### config.mk
export PLATFORM = sky130hd
export DESIGN_NAME = ccwe_top
export DESIGN_NICKNAME = d
export VERILOG_FILES = /design/src/design/ccwe_pkg.sv /design/src/design/ccwe_sync.sv /design/src/design/ccwe_event_flags.sv /design/src/design/ccwe_top.sv
export SDC_FILE = /design/constraint.sdc
export NUM_CORES = 1
export LEC_CHECK = 0
export BUFFER_PORTS_ARGS = -buffer_cell sky130_fd_sc_hd__clkbuf_2
export CORE_UTILIZATION = 40
export DETAILED_ROUTE_END_ITERATION = 8
export PLACE_DENSITY_LB_ADDON = 0.05
export REMOVE_ABC_BUFFERS = 1
export SYNTH_ARGS = -nofsm -noshare
export SYNTH_HDL_FRONTEND = slang
export SYNTH_SLANG_ARGS = --single-unit
### constraint.sdc
create_clock -name clk_i -period 2.5 [get_ports clk_i]
set_input_delay 0.75 -clock clk_i [delete_from_list [all_inputs] [get_ports clk_i]]
set_output_delay 0.75 -clock clk_i [all_outputs]
set_load 0.01 [all_outputs]
### src/design/ccwe_pkg.sv
package ccwe_pkg;

  // ==========================================================================
  // Register offsets: socket memory space, then legacy index copies
  // ==========================================================================
  localparam logic [11:0] SOCK_STATUS_OFS = 12'h804;
  localparam logic [11:0] SOCK_CFG_OFS = 12'h805;
  localparam logic [11:0] SOCK_WIN_OFS = 12'h806;
  localparam logic [7:0] LEG_A_STATUS_OFS = 8'h04;
  localparam logic [7:0] LEG_A_CFG_OFS = 8'h05;
  localparam logic [7:0] LEG_A_WIN_OFS = 8'h06;
  localparam logic [7:0] LEG_B_STATUS_OFS = 8'h44;
  localparam logic [7:0] LEG_B_CFG_OFS = 8'h45;
  localparam logic [7:0] LEG_B_WIN_OFS = 8'h46;

  // ==========================================================================
  // Reset values, masks and route codes
  // ==========================================================================
  localparam logic [7:0] CFG_RESET = 8'h00;
  localparam logic [7:0] WIN_RESET = 8'h00;
  localparam logic [7:0] WIN_WRITE_MASK = 8'hdf;
  localparam logic [3:0] FLAG_RESET = 4'h0;
  localparam logic [4:0] PINS_RESET = 5'h00;
  localparam logic [3:0] ROUTE_PCI = 4'h0;
  localparam logic [3:0] ROUTE_SMI = 4'h2;
  localparam int SYNC_STAGES = 2;

  // ==========================================================================
  // Carriers
  // ==========================================================================
  typedef struct packed {
    logic detect_a;
    logic detect_b;
    logic ready;
    logic battery_warn;
    logic battery_dead;
  } ccwe_pins_type;

  // Bits 7:4 route, 3 detect, 2 ready, 1 warn, 0 dead
  typedef struct packed {
    logic [3:0] route;
    logic detect_en;
    logic ready_en;
    logic warn_en;
    logic dead_en;
  } ccwe_cfg_type;

  // Bit 7 io1, 6 io0, 5 reserved, 4:0 memory windows
  typedef struct packed {
    logic io1;
    logic io0;
    logic rsvd;
    logic [4:0] mem;
  } ccwe_win_type;

endpackage : ccwe_pkg

### src/design/ccwe_sync.sv
`timescale 1ns/1ps
module ccwe_sync #(
  parameter int WIDTH = 1
) (
  input wire logic clk_i,
  input wire logic rst_n_i,
  input wire logic [WIDTH-1:0] async_i,
  output logic [WIDTH-1:0] sync_o
);

  // ==========================================================================
  // Two-stage synchroniser; first stage feeds only the second
  // ==========================================================================
  logic [WIDTH-1:0] stage1;
  logic [WIDTH-1:0] next_stage1;
  logic [WIDTH-1:0] next_sync;

  always_comb begin
    next_stage1 = async_i;
    next_sync = stage1;
    if (!rst_n_i) begin
      next_stage1 = '0;
      next_sync = '0;
    end
  end

  always_ff @(posedge clk_i) begin
    stage1 <= next_stage1;
    sync_o <= next_sync;
  end

endmodule : ccwe_sync

### src/design/ccwe_event_flags.sv
`timescale 1ns/1ps
module ccwe_event_flags (
  input wire logic clk_i,
  input wire logic flag_rst_i,
  input wire logic [3:0] set_i,
  input wire logic [3:0] clear_i,
  output logic [3:0] flags_o
);

  // ==========================================================================
  // Sticky flags; a set in the clearing cycle wins
  // ==========================================================================
  logic [3:0] next_flags;

  always_comb begin
    next_flags = (flags_o & ~clear_i) | set_i;
    if (flag_rst_i) begin
      next_flags = ccwe_pkg::FLAG_RESET;
    end
  end

  always_ff @(posedge clk_i) begin
    flags_o <= next_flags;
  end

endmodule : ccwe_event_flags

### src/design/ccwe_top.sv
`timescale 1ns/1ps
module ccwe_top #(
  parameter bit SOCKET_B = 1'b0
) (
  input wire logic clk_i,
  input wire logic rst_n_i,
  input wire logic pci_reset_n_i,
  input wire logic pme_enable_i,
  input wire logic diag_route_pci_i,
  input wire logic socket_pci_irq_en_i,
  input wire logic flag_clear_w1c_i,
  input wire logic io_card_i,
  input wire logic card_detect_a_i,
  input wire logic card_detect_b_i,
  input wire logic card_ready_i,
  input wire logic battery_warn_i,
  input wire logic card_status_change_in_i,
  input wire logic reg_wr_i,
  input wire logic reg_rd_i,
  input wire logic legacy_i,
  input wire logic [11:0] reg_addr_i,
  input wire logic [7:0] reg_wdata_i,
  input wire logic [1:0] io_hit_i,
  input wire logic [4:0] mem_hit_i,
  output logic [7:0] reg_rdata_o,
  output logic reg_hit_o,
  output logic win_claim_o,
  output logic pci_irq_o,
  output logic smi_o,
  output logic [15:0] isa_irq_o
);

  // ==========================================================================
  // Address decode
  // ==========================================================================
  function automatic logic addr_match(input logic [11:0] addr, input logic legacy,
                                      input logic [11:0] sock_ofs,
                                      input logic [7:0] leg_a_ofs,
                                      input logic [7:0] leg_b_ofs);
    logic [7:0] leg_ofs;
    leg_ofs = SOCKET_B ? leg_b_ofs : leg_a_ofs;
    return legacy ? (addr[7:0] == leg_ofs) : (addr == sock_ofs);
  endfunction : addr_match

  logic sel_status;
  logic sel_cfg;
  logic sel_win;

  always_comb begin
    sel_status = addr_match(reg_addr_i, legacy_i, ccwe_pkg::SOCK_STATUS_OFS,
                            ccwe_pkg::LEG_A_STATUS_OFS, ccwe_pkg::LEG_B_STATUS_OFS);
    sel_cfg = addr_match(reg_addr_i, legacy_i, ccwe_pkg::SOCK_CFG_OFS,
                         ccwe_pkg::LEG_A_CFG_OFS, ccwe_pkg::LEG_B_CFG_OFS);
    sel_win = addr_match(reg_addr_i, legacy_i, ccwe_pkg::SOCK_WIN_OFS,
                         ccwe_pkg::LEG_A_WIN_OFS, ccwe_pkg::LEG_B_WIN_OFS);
  end

  // ==========================================================================
  // Pin synchronisers and edge detection
  // ==========================================================================
  ccwe_pkg::ccwe_pins_type pins_s;
  ccwe_pkg::ccwe_pins_type pins_prev;
  ccwe_pkg::ccwe_pins_type next_pins_prev;
  logic pci_rst_n_s;
  logic primed;
  logic next_primed;

  ccwe_sync #(
    .WIDTH(6)
  ) u_sync (
    .clk_i(clk_i),
    .rst_n_i(rst_n_i),
    .async_i({pci_reset_n_i, card_detect_a_i, card_detect_b_i, card_ready_i,
              battery_warn_i, card_status_change_in_i}),
    .sync_o({pci_rst_n_s, pins_s})
  );

  // PCI reset is seen low for the synchroniser's fill after global reset;
  // primed holds off that window and the first sample of the pins.
  logic [1:0] fill_cnt;
  logic [1:0] next_fill_cnt;

  always_comb begin
    next_pins_prev = pins_s;
    next_fill_cnt = fill_cnt;
    if (fill_cnt != 2'(ccwe_pkg::SYNC_STAGES)) begin
      next_fill_cnt = fill_cnt + 2'h1;
    end
    next_primed = (fill_cnt == 2'(ccwe_pkg::SYNC_STAGES));
    if (!rst_n_i) begin
      next_pins_prev = ccwe_pkg::PINS_RESET;
      next_fill_cnt = 2'h0;
      next_primed = 1'b0;
    end
  end

  always_ff @(posedge clk_i) begin
    pins_prev <= next_pins_prev;
    fill_cnt <= next_fill_cnt;
    primed <= next_primed;
  end

  // ==========================================================================
  // Configuration and window enable registers
  // ==========================================================================
  ccwe_pkg::ccwe_cfg_type cfg;
  ccwe_pkg::ccwe_cfg_type next_cfg;
  ccwe_pkg::ccwe_win_type win;
  ccwe_pkg::ccwe_win_type next_win;
  logic pci_rst_act;
  logic en_clear;
  logic any_clear;

  always_comb begin
    pci_rst_act = primed && !pci_rst_n_s;
    any_clear = !rst_n_i || pci_rst_act;
    en_clear = !rst_n_i || (pci_rst_act && !pme_enable_i);
    next_cfg = cfg;
    next_win = win;
    if (reg_wr_i && sel_cfg) begin
      next_cfg = reg_wdata_i;
    end
    if (reg_wr_i && sel_win) begin
      next_win = reg_wdata_i & ccwe_pkg::WIN_WRITE_MASK;
    end
    if (any_clear) begin
      next_cfg.route = ccwe_pkg::CFG_RESET[7:4];
      next_win = ccwe_pkg::WIN_RESET;
    end
    if (en_clear) begin
      next_cfg[3:0] = ccwe_pkg::CFG_RESET[3:0];
    end
  end

  always_ff @(posedge clk_i) begin
    cfg <= next_cfg;
    win <= next_win;
  end

  // ==========================================================================
  // Status-change events and flags
  // ==========================================================================
  logic [3:0] enables;
  logic [3:0] events;
  logic [3:0] flag_set;
  logic [3:0] flag_clr;
  logic [3:0] flags;
  logic [3:0] shown;

  always_comb begin
    enables = {cfg.detect_en, cfg.ready_en, cfg.warn_en, cfg.dead_en};
    events[3] = (pins_s.detect_a ^ pins_prev.detect_a) |
                (pins_s.detect_b ^ pins_prev.detect_b);
    events[2] = !io_card_i && pins_s.ready && !pins_prev.ready;
    events[1] = !io_card_i && pins_s.battery_warn && !pins_prev.battery_warn;
    events[0] = pins_s.battery_dead && !pins_prev.battery_dead;
    flag_set = primed ? (events & enables) : 4'h0;
    shown = flags & enables;
    flag_clr = 4'h0;
    if (sel_status && reg_rd_i && !flag_clear_w1c_i) begin
      flag_clr = shown;
    end
    if (sel_status && reg_wr_i && flag_clear_w1c_i) begin
      flag_clr = reg_wdata_i[3:0];
    end
  end

  ccwe_event_flags u_flags (
    .clk_i(clk_i),
    .flag_rst_i(en_clear),
    .set_i(flag_set),
    .clear_i(flag_clr),
    .flags_o(flags)
  );

  // ==========================================================================
  // Read data, interrupt routing and window claim
  // ==========================================================================
  logic pending;
  logic [7:0] next_rdata;
  logic next_hit;
  logic next_claim;
  logic next_pci;
  logic next_smi;
  logic [15:0] next_isa;

  always_comb begin
    pending = |shown;
    next_rdata = 8'h00;
    next_hit = reg_rd_i && (sel_status || sel_cfg || sel_win);
    if (reg_rd_i && sel_status) begin
      next_rdata = {4'h0, shown};
    end
    if (reg_rd_i && sel_cfg) begin
      next_rdata = cfg;
    end
    if (reg_rd_i && sel_win) begin
      next_rdata = win;
    end
    next_claim = |({io_hit_i, mem_hit_i} & {win.io1, win.io0, win.mem});
    next_pci = 1'b0;
    next_smi = 1'b0;
    next_isa = 16'h0000;
    if (pending) begin
      if (cfg.route == ccwe_pkg::ROUTE_PCI) begin
        next_pci = diag_route_pci_i || socket_pci_irq_en_i;
      end else if (cfg.route == ccwe_pkg::ROUTE_SMI) begin
        next_smi = 1'b1;
      end else begin
        next_isa = 16'h0001 << cfg.route;
      end
    end
    if (!rst_n_i) begin
      next_rdata = 8'h00;
      next_hit = 1'b0;
      next_claim = 1'b0;
      next_pci = 1'b0;
      next_smi = 1'b0;
      next_isa = 16'h0000;
    end
  end

  always_ff @(posedge clk_i) begin
    reg_rdata_o <= next_rdata;
    reg_hit_o <= next_hit;
    win_claim_o <= next_claim;
    pci_irq_o <= next_pci;
    smi_o <= next_smi;
    isa_irq_o <= next_isa;
  end
endmodule : ccwe_top

# Word level (Yosys, flattened, before mapping)
# Cells that the tools add are included.
# word_totals
regBits,67
input_bits,43
output_inout_bits,28
word_cells,93
# classes
addsub,1
eq_ne,9
shift,1
mux,10
n_bitwise,11
reduce_logical,36
# ops
cell,n
12-bit == test (second input constant),3
8-bit by 3-bit == test with 1-bit output (second input constant),3
1-bit logical AND,16
4-bit 2-to-1 mux,4
8-bit 2-to-1 mux,2
1-bit by 4-bit left shift with 16-bit output (first input constant),1
4-bit AND,3
1-bit zero test,8
4-bit OR reduction,2
7-bit AND,1
7-bit OR reduction,1
1-bit logical OR,5
4-bit by 2-bit == test with 1-bit output (second input constant),1
4-bit zero test,1
1-bit 2-to-1 mux,4
4-bit NOT,1
4-bit bitwise OR,1
3-bit AND reduction,1
3-bit OR reduction,1
2-bit by 1-bit adder with 2-bit output (second input constant),1
2-bit == test (second input constant),1
2-bit inequality test (second input constant),1
1-bit NOT,2
2-bit OR reduction,1
other kinds (2),3

# Logic depth before layout (Yosys ltp)
# Gate-level depths: netlist (run 1).
# logic_depth
depth_word,9
ltp_mapped,6
mapped_depth_nobuf,5

# By module
# From an unflattened synthesis (run 1), not the netlist that was laid out.
# unflattened
cells_unflattened,256
area_unflattened_um2,2592.5
# by_module_without_submodules
module,n_inst,cells_per_inst,area_each_um2,seq_area_each_um2
ccwe_top,1,215,2115.8,1021.0
ccwe_sync,1,25,336.6,240.2
ccwe_event_flags,1,16,140.1,80.1

# Worst setup path before layout (run 1)
# No wires, ideal clock.
# synth_timing
path_type,input-to-reg
startpoint,input reg_addr_i[3]
endpoint,register u_flags.flags_o[1]
setup_ns,0.117
arrival_time_ns,1.704
t_required_ns,2.383
setup_slack_ns,0.679
stages,5
n_path_buf,1
path_cell_list,nor4b_4 o211a_1 buf_4 nand4_1 a32o_1
# synth_via
elab_chain_len,9
elab_cells_between_ends,12
classes_between,2 x eq/ne; 3 x mux; 3 x bitwise; 4 x reduce/logical
# synth_rtl
element,line,source
from (decl),ccwe_top.sv:21,"input wire logic [11:0] reg_addr_i,"
12-bit == test / 8-bit by 3-bit == test with 1-bit output (equally long branches),ccwe_top.sv:42,return legacy ? (addr[7:0] == leg_ofs) : (addr == sock_ofs);
1-bit 2-to-1 mux *,ccwe_top.sv:42,
1-bit logical AND (2 in a row),ccwe_top.sv:160,if (sel_status && reg_rd_i && !flag_clear_w1c_i) begin
4-bit 2-to-1 mux,ccwe_top.sv:160,
4-bit 2-to-1 mux *,ccwe_top.sv:163,if (sel_status && reg_wr_i && flag_clear_w1c_i) begin
4-bit NOT *,ccwe_event_flags.sv:16,next_flags = (flags_o & ~clear_i) | set_i;
4-bit AND *,ccwe_event_flags.sv:16,
4-bit bitwise OR *,ccwe_event_flags.sv:16,
to (signal assigned),ccwe_event_flags.sv:23,flags_o <= next_flags;
to (decl),ccwe_event_flags.sv:7,output logic [3:0] flags_o
# Every way passes the cells marked *; elsewhere a longest branch is shown, timed or not.
# A chain may end at the register's enable or synchronous reset.

# Final worst setup path (run 1)
# layout_timing
startpoint,input reg_addr_i[3]
endpoint,register cfg[4] in the netlist's numbering
# layout_via
elab_chain_len,3
elab_cells_between_ends,4
classes_between,2 x eq/ne; 1 x mux; 1 x reduce/logical
# layout_rtl
element,line,source
12-bit == test / 8-bit by 3-bit == test with 1-bit output (equally long branches),ccwe_top.sv:42,
1-bit 2-to-1 mux *,ccwe_top.sv:42,
1-bit logical AND *,ccwe_top.sv:120,if (reg_wr_i && sel_cfg) begin
to (signal assigned),ccwe_top.sv:136,cfg <= next_cfg;
to (decl),ccwe_top.sv:106,ccwe_pkg::ccwe_cfg_type cfg;
# Marked as above.

==> results.md, run 1 <==
- Outcome: finished, final reports clean
- RSZ-0062 raised after global routing: false
- Post-Place Worst Slack: 0.3077 ns
- Rows: 27
- Critical-path top delay cell: o211a_1
- GPL Wtd Cong: 0.7596
- Num CTS Buffers: 9
- Sequential cell area fraction in the yosys report: 56.63%
- Post-Route Setup TNS: 0 ns
- Area leader, netlist: dfxtp_1
- Slew headroom: a little over a fifth
- Xor/xnor share of the synthesized area: between 1 and 1.5%
- Busiest layer in global routing: met2
- Synth warn: 0
- Chip Height: around 79 um
- Post-route cell area: 2977 sq um
- Total gr overflow: 0
- IO Pins: 71
- CP max FO: 13
- Final setup vio count: 0
- Most common cell after layout, fill and taps aside: clkbuf_2
- Ys flop type: dfxtp_1
- Initial antenna violation count: 0
- Most frequent cells in the layout: 70 x clkbuf_2, 67 x dfxtp_1, 25 x a21oi_1
- Worst hold slack: 0.4322 ns
- Mux share of post-synthesis cell area: 0%
- P per Cell Area: 714.8 nW/um^2
- Main combinational cell family by area after synthesis: simple AND/OR/NAND/NOR gates
- Clock Latency Late Sink: approximately 0.33 ns
- Setup Skew: between 0.006 and 0.007 ns
- Critical path, cell by cell: clkbuf_2 -> nor4b_4 -> o211a_1 -> buf_4 -> nand3_1 -> a21oi_1
- Met2 usage: approximately a quarter
- Area Growth Syn to Fin: 25.67%
- Post-DR vias/cell: 4.889
- Worst-case clock buffer depth: 2
- Syn avg cell area: 9.628 sq um
- Synth Cell Area: roughly 2400 sq um
- DP Area: between 2000 and 3000 sq um
- Switching part of the total: 23.62%
- M1 GR Usage: 22.12%
- Clock tree from TritonCTS: yes
- Final nets: 364
- Pint: 1.625 mW
- DR vias: 1941
- Fill count: 561
- Clock-pin slew on the worst setup and hold paths: 0.07 ns
- Placeable Area: 5608 sq um
- Worst Path Required: 2.76 ns
- CP Launch Type: input port
- Switching power: 0.5026 mW
- Post-Synth Adder-Cell Area: 0.5283%
- Total wire length: 4.926 mm
- Avg WL per Cell: 12.41 um
- Met3 usage: 7.126%
- Die W: 78.95 um
- Post-synth ARST share: 0%
- Detailed Place HPWL: ~3.6 mm
- Pleak: approximately 1.2 nW
- Hold buffer count at CTS: 0
- Pin count of the biggest net entering global routing: 27
- FMAX: ~540 MHz
- VDD IR-drop max: 0.5761 mV
- Layout cell share with drive strength beyond 1: about 29%
- Input/output buffers: 70
- Antenna-violating nets left: 0
- First-pass GRT wire length: between 7 and 8 mm
- Critical setup path kind: input port to register
- Final hold viol count: 0
- N_diodes: 0
- Worst hold path type: register to register
- Logic pwr share: between 7 and 8%
- Root Driver: clkbuf_8
- Synth top area share: ~57%
- Clock share of power: between 40% and 50%
- Reg power frac: 52.4%
- Number of max-cap violations: 0
- Complex-gate fraction of the synthesized area: around 14%
- Distinct cells, synth: 37
- Top area cells in the synthesized netlist: dfxtp_1 57%, a21oi_1 5.3%, and2_1 4.8%
- Final slew viol count: 0
- Max incr delay on CP: 0.46 ns
- Post-CTS Setup Bufs: 0
- Total Routing Usage GR: between 10% and 20%
- Initial Utilization: between 40% and 50%
- Worst setup margin: 0.6450 ns
- Period minus WS final: 1.855 ns
- CTS resizes: 0
- Vias in the first global route: approximately 1700
- Cells after Synth: ~250
- Die area: just over 6000 sq um
- Yosys reg bits: 67
- Crit end category: register
- Synth Area in Simple Gates: 24.67%
- Clock net sink count: 67
- Pre-antenna DRT Iters: 4
- Worst-margin pin slew: around 1.2 ns
- Post-synth EDFFs: 0
- Number of H-tree levels: 3
- DRC viols: 0
- Initial DRC count: 68
- Tcrit/Tclk final: about 74%
- CP arrival: 2.11 ns
state kept, by name, indices dropped and copies added (netlist names), 2 cells and up:
register and count:
fill_cnt 2, pins_prev 5, u_sync.stage1 6, win 7, u_sync.sync_o 6, isa_irq_o 16, u_flags.flags_o 4, cfg 8
reg_rdata_o 8
through the flow:
stage	util (%)	total power [mW]	instances
global route	53.08	2.229	397
global placement	49.64	1.291	381
detailed placement	49.64	1.294	381
CTS	53.08	2.162	397
floorplan	-	1.221	235
finish	53.08	2.128	397
worst paths after layout:
| kind | start | endpoint | slack (ns) | depth (start not counted) |
|---|---|---|---|---|
| worst max-delay path | reg_addr_i[3] | cfg[4] | 0.65 | 6 |
| worst min-delay path | u_sync.stage1[5] | u_sync.sync_o[5] | 0.43 | 1 |
| worst max register to register | primed | cfg[4] | 0.97 | 3 |
| worst min register to register | u_sync.stage1[5] | u_sync.sync_o[5] | 0.43 | 1 |
cells by family (layout without fill, tap and decap cells):
kind of cell,Yosys count,in the layout
and+or+nand+nor,108,108
buffers and inverters,16,94
xor gates and xnor gates,3,3
AOI/OAI and AO/OA,50,50
other,1,2
DFF,67,67
adders and majority gates,1,1
Yosys cell counts (all sizes together), types with 3 or more instances:
master	n
dfxtp	67
a21oi	26
nand2	23
nand3	21
nor2	19
and2	18
a22oi	7
nor2b	7
buf	6
clkbuf	6
nor3	5
inv	4
nand4	4
o211ai	4
nor3b	3
nor4b	3
o2111ai	3
xor2	3
cell type report:
cell class              count  area [sq um]  area share, %
multi-input cells         164         957.2          32.16
clock buffers               9         123.9          4.161
repair buffers             74         380.4          12.78
clock inverters             7         68.82          2.312
inverters                   4         15.01         0.5044
well taps                  72         90.09          3.026
flip-flops and latches     67          1341          45.06
power groups by stage:
stage	registers, mW	logic, mW	clock network (mW)
detailed placement	1.14	0.154	0
global placement	1.14	0.153	0
floorplan	1.14	0.0839	0
CTS	1.11	0.155	0.892
finish	1.11	0.154	0.859
global route	1.12	0.179	0.933
worst max-delay path, delay by kind of cell:
kind,cells,cell delay [ns]
and+or+nand+nor,2,0.44
buffers and inverters,2,0.33
AOI/OAI and AO/OA,2,0.58
layer usage:
layer	up-vias	routed length [um]
met5	-	0
met4	0	27
met3	2	412
met2	72	2198
met1	864	2288
li1	1003	-
No activity file was read; power rests on OpenSTA's default activity.
==> run 2: changes to the inputs <==
Clock period 2.5 ns to 1.92 ns, I/O delays scaled along.
==> run 2 against run 1 <==
  * Clock skew decreased by 0.0011 ns
  * Sequential power rose by 31%
  * Final cell count up 1.8%
  * Critical path type unchanged
==> results.md, run 2 (synthesis gave the netlist of run 1 again) <==
- DP Cell Count: 388
- Tcrit/Tclk final: 78.77%
- Most frequent cells in the layout: 70 x clkbuf_2, 67 x dfxtp_1, 25 x a21oi_1
- Total gr overflow: 0
- DRC viols: 0
- Pin count of the biggest net entering global routing: 27
- VDD IR-drop max: 0.4756 mV
- Post-Route Setup TNS: 0 ns
- Clock net sink count: 67
- Max incr delay on CP: 0.33 ns
- Setup Skew: between 0.005 and 0.006 ns
- Post-CTS Setup Bufs: 0
- Total wire length: 5.001 mm
- Crit end category: register
- Final std cells w/o fill: 404
- Number of max-cap violations: 0
- Initial DRC count: between 70 and 80
- Avg WL per Cell: 12.38 um
- Clock Latency Late Sink: about 0.33 ns
- Fill count: 570
- Critical-path top delay cell: nor4b_4
- Period minus WS final: 1.512 ns
- Initial Utilization: roughly 42%
- Placeable Area: 5608 sq um
- Critical path, cell by cell: clkbuf_2 -> nor4b_4 -> o211a_1 -> buf_4 -> nand3_1 -> a21oi_1
- Chip Height: 78.95 um
- Vias in the first global route: between 1500 and 2000
- DR vias: 1962
- Detailed Place HPWL: 3.584 mm
- Worst hold path type: register to register
- P per Cell Area: around 900 nW/um^2
- FMAX: 661.2 MHz
- CP max FO: 11
- Worst Path Required: 2.18 ns
- Pleak: 1.256 nW
- CP arrival: 1.77 ns
- CP Launch Type: input port
- Total Routing Usage GR: ~17%
- Slew headroom: 61.31%
- Area Growth Syn to Fin: 27.26%
- CP bufs+invs: 2
- IO Pins: 71
- Clock tree from TritonCTS: yes
- Final slew viol count: 0
- Rows: 27
- Die W: 78.95 um
- Critical setup path kind: input port to register
- Input/output buffers: 70
- Antenna-violating nets left: 0
- Pre-antenna DRT Iters: 6
- Number of H-tree levels: 3
- Final hold viol count: 0
- Outcome: finished, final reports clean
- Worst-case clock buffer depth: 2
- Hold buffer count at CTS: 0
- Largest register FFs: 16
- Num CTS Buffers: 9
- CTS resizes: 0
- RSZ-0062 raised after global routing: false
- Crit path max-delay family: compound AO/OA/AOI/OAI gates
- Biggest regs: isa_irq_o (16), cfg (8), reg_rdata_o (8)
- Final nets: approximately 370
- Most common cell after layout, fill and taps aside: clkbuf_2
- Initial antenna violation count: 0
- Post-DR vias/cell: 4.856
- N_diodes: 0
- Final setup vio count: 0
- First-pass GRT wire length: 8.280 mm
- Layout cell share with drive strength beyond 1: 30.42%
- Die area: 6233 sq um
- Top reg by flops: isa_irq_o
- Clock-pin slew on the worst setup and hold paths: 0.07 ns
- GPL Wtd Cong: 0.7872
- Root Driver: clkbuf_8
- Worst-margin pin slew: 0.5797 ns
## run 2: cell types whose count changed in the layout (fill, tap and decap cells not counted)
cell        change
inv_6           +1
clkbuf_8        +1
clkinvlp_4      -1
bufinv_16       -1
buf_4           +7
## run 2: worst paths after layout
path                                       start                to  slack, ns  depth (start not counted)
worst max-delay path               reg_addr_i[9]            win[7]       0.41                          6
worst min-delay path            u_sync.stage1[4]  u_sync.sync_o[4]       0.43                          1
worst max register to register            cfg[2]         pci_irq_o       0.44                          4
worst min register to register  u_sync.stage1[4]  u_sync.sync_o[4]       0.43                          1
## run 2: where the power goes
| group | switching (mW) | total, mW | internal (mW) |
|---|---|---|---|
| clock network | 0.525 | 1.03 | 0.503 |
| logic | 0.112 | 0.210 | 0.0979 |
| registers | 0.0198 | 1.45 | 1.43 |
| total | 0.656 | 2.69 | 2.03 |
## run 2: area by class of cell
| cell class | count | area, sq um | share of cell area [%] |
|---|---|---|---|
| Timing Repair Buffer | 81 | 432.9 | 14.36 |
| Clock inverter | 6 | 40.04 | 1.328 |
| Tap cell | 72 | 90.09 | 2.989 |
| Multi-Input combinational cell | 164 | 957.2 | 31.76 |
| Inverter | 4 | 15.01 | 0.4981 |
| Sequential cell | 67 | 1341 | 44.50 |
| Clock buffer | 10 | 137.6 | 4.566 |
## run 2: worst reg2reg max path, delay by kind of cell (launching register included)
family	cells	cell delay, ns
simple gates	2	0.64
flops	1	0.40
compound gates	2	0.36
## run 2: per-stage QoR
step	cell area, sq um	total power [mW]	hold WS, ns	setup slack (ns)	util (%)
floorplan	2313	1.589	0.4118	0.04544	-
global placement	2836	1.688	0.4139	0.08314	50.58
detailed placement	2836	1.694	0.4187	0.06627	50.58
CTS	3014	2.728	0.4353	0.4177	53.75
global route	3014	2.815	0.4268	0.2149	53.75
finish	3014	2.689	0.4317	0.4077	53.75
## run 2: layer usage
| metal | GRT usage [%] | routed length (um) | vias up |
|---|---|---|---|
| li1 | - | - | 1018 |
| met1 | 23.40 | 2548 | 888 |
| met2 | 25.91 | 2155 | 47 |
| met3 | 3.678 | 203 | 9 |
| met4 | 10.36 | 93 | 0 |
| met5 | 0 | 0 | - |
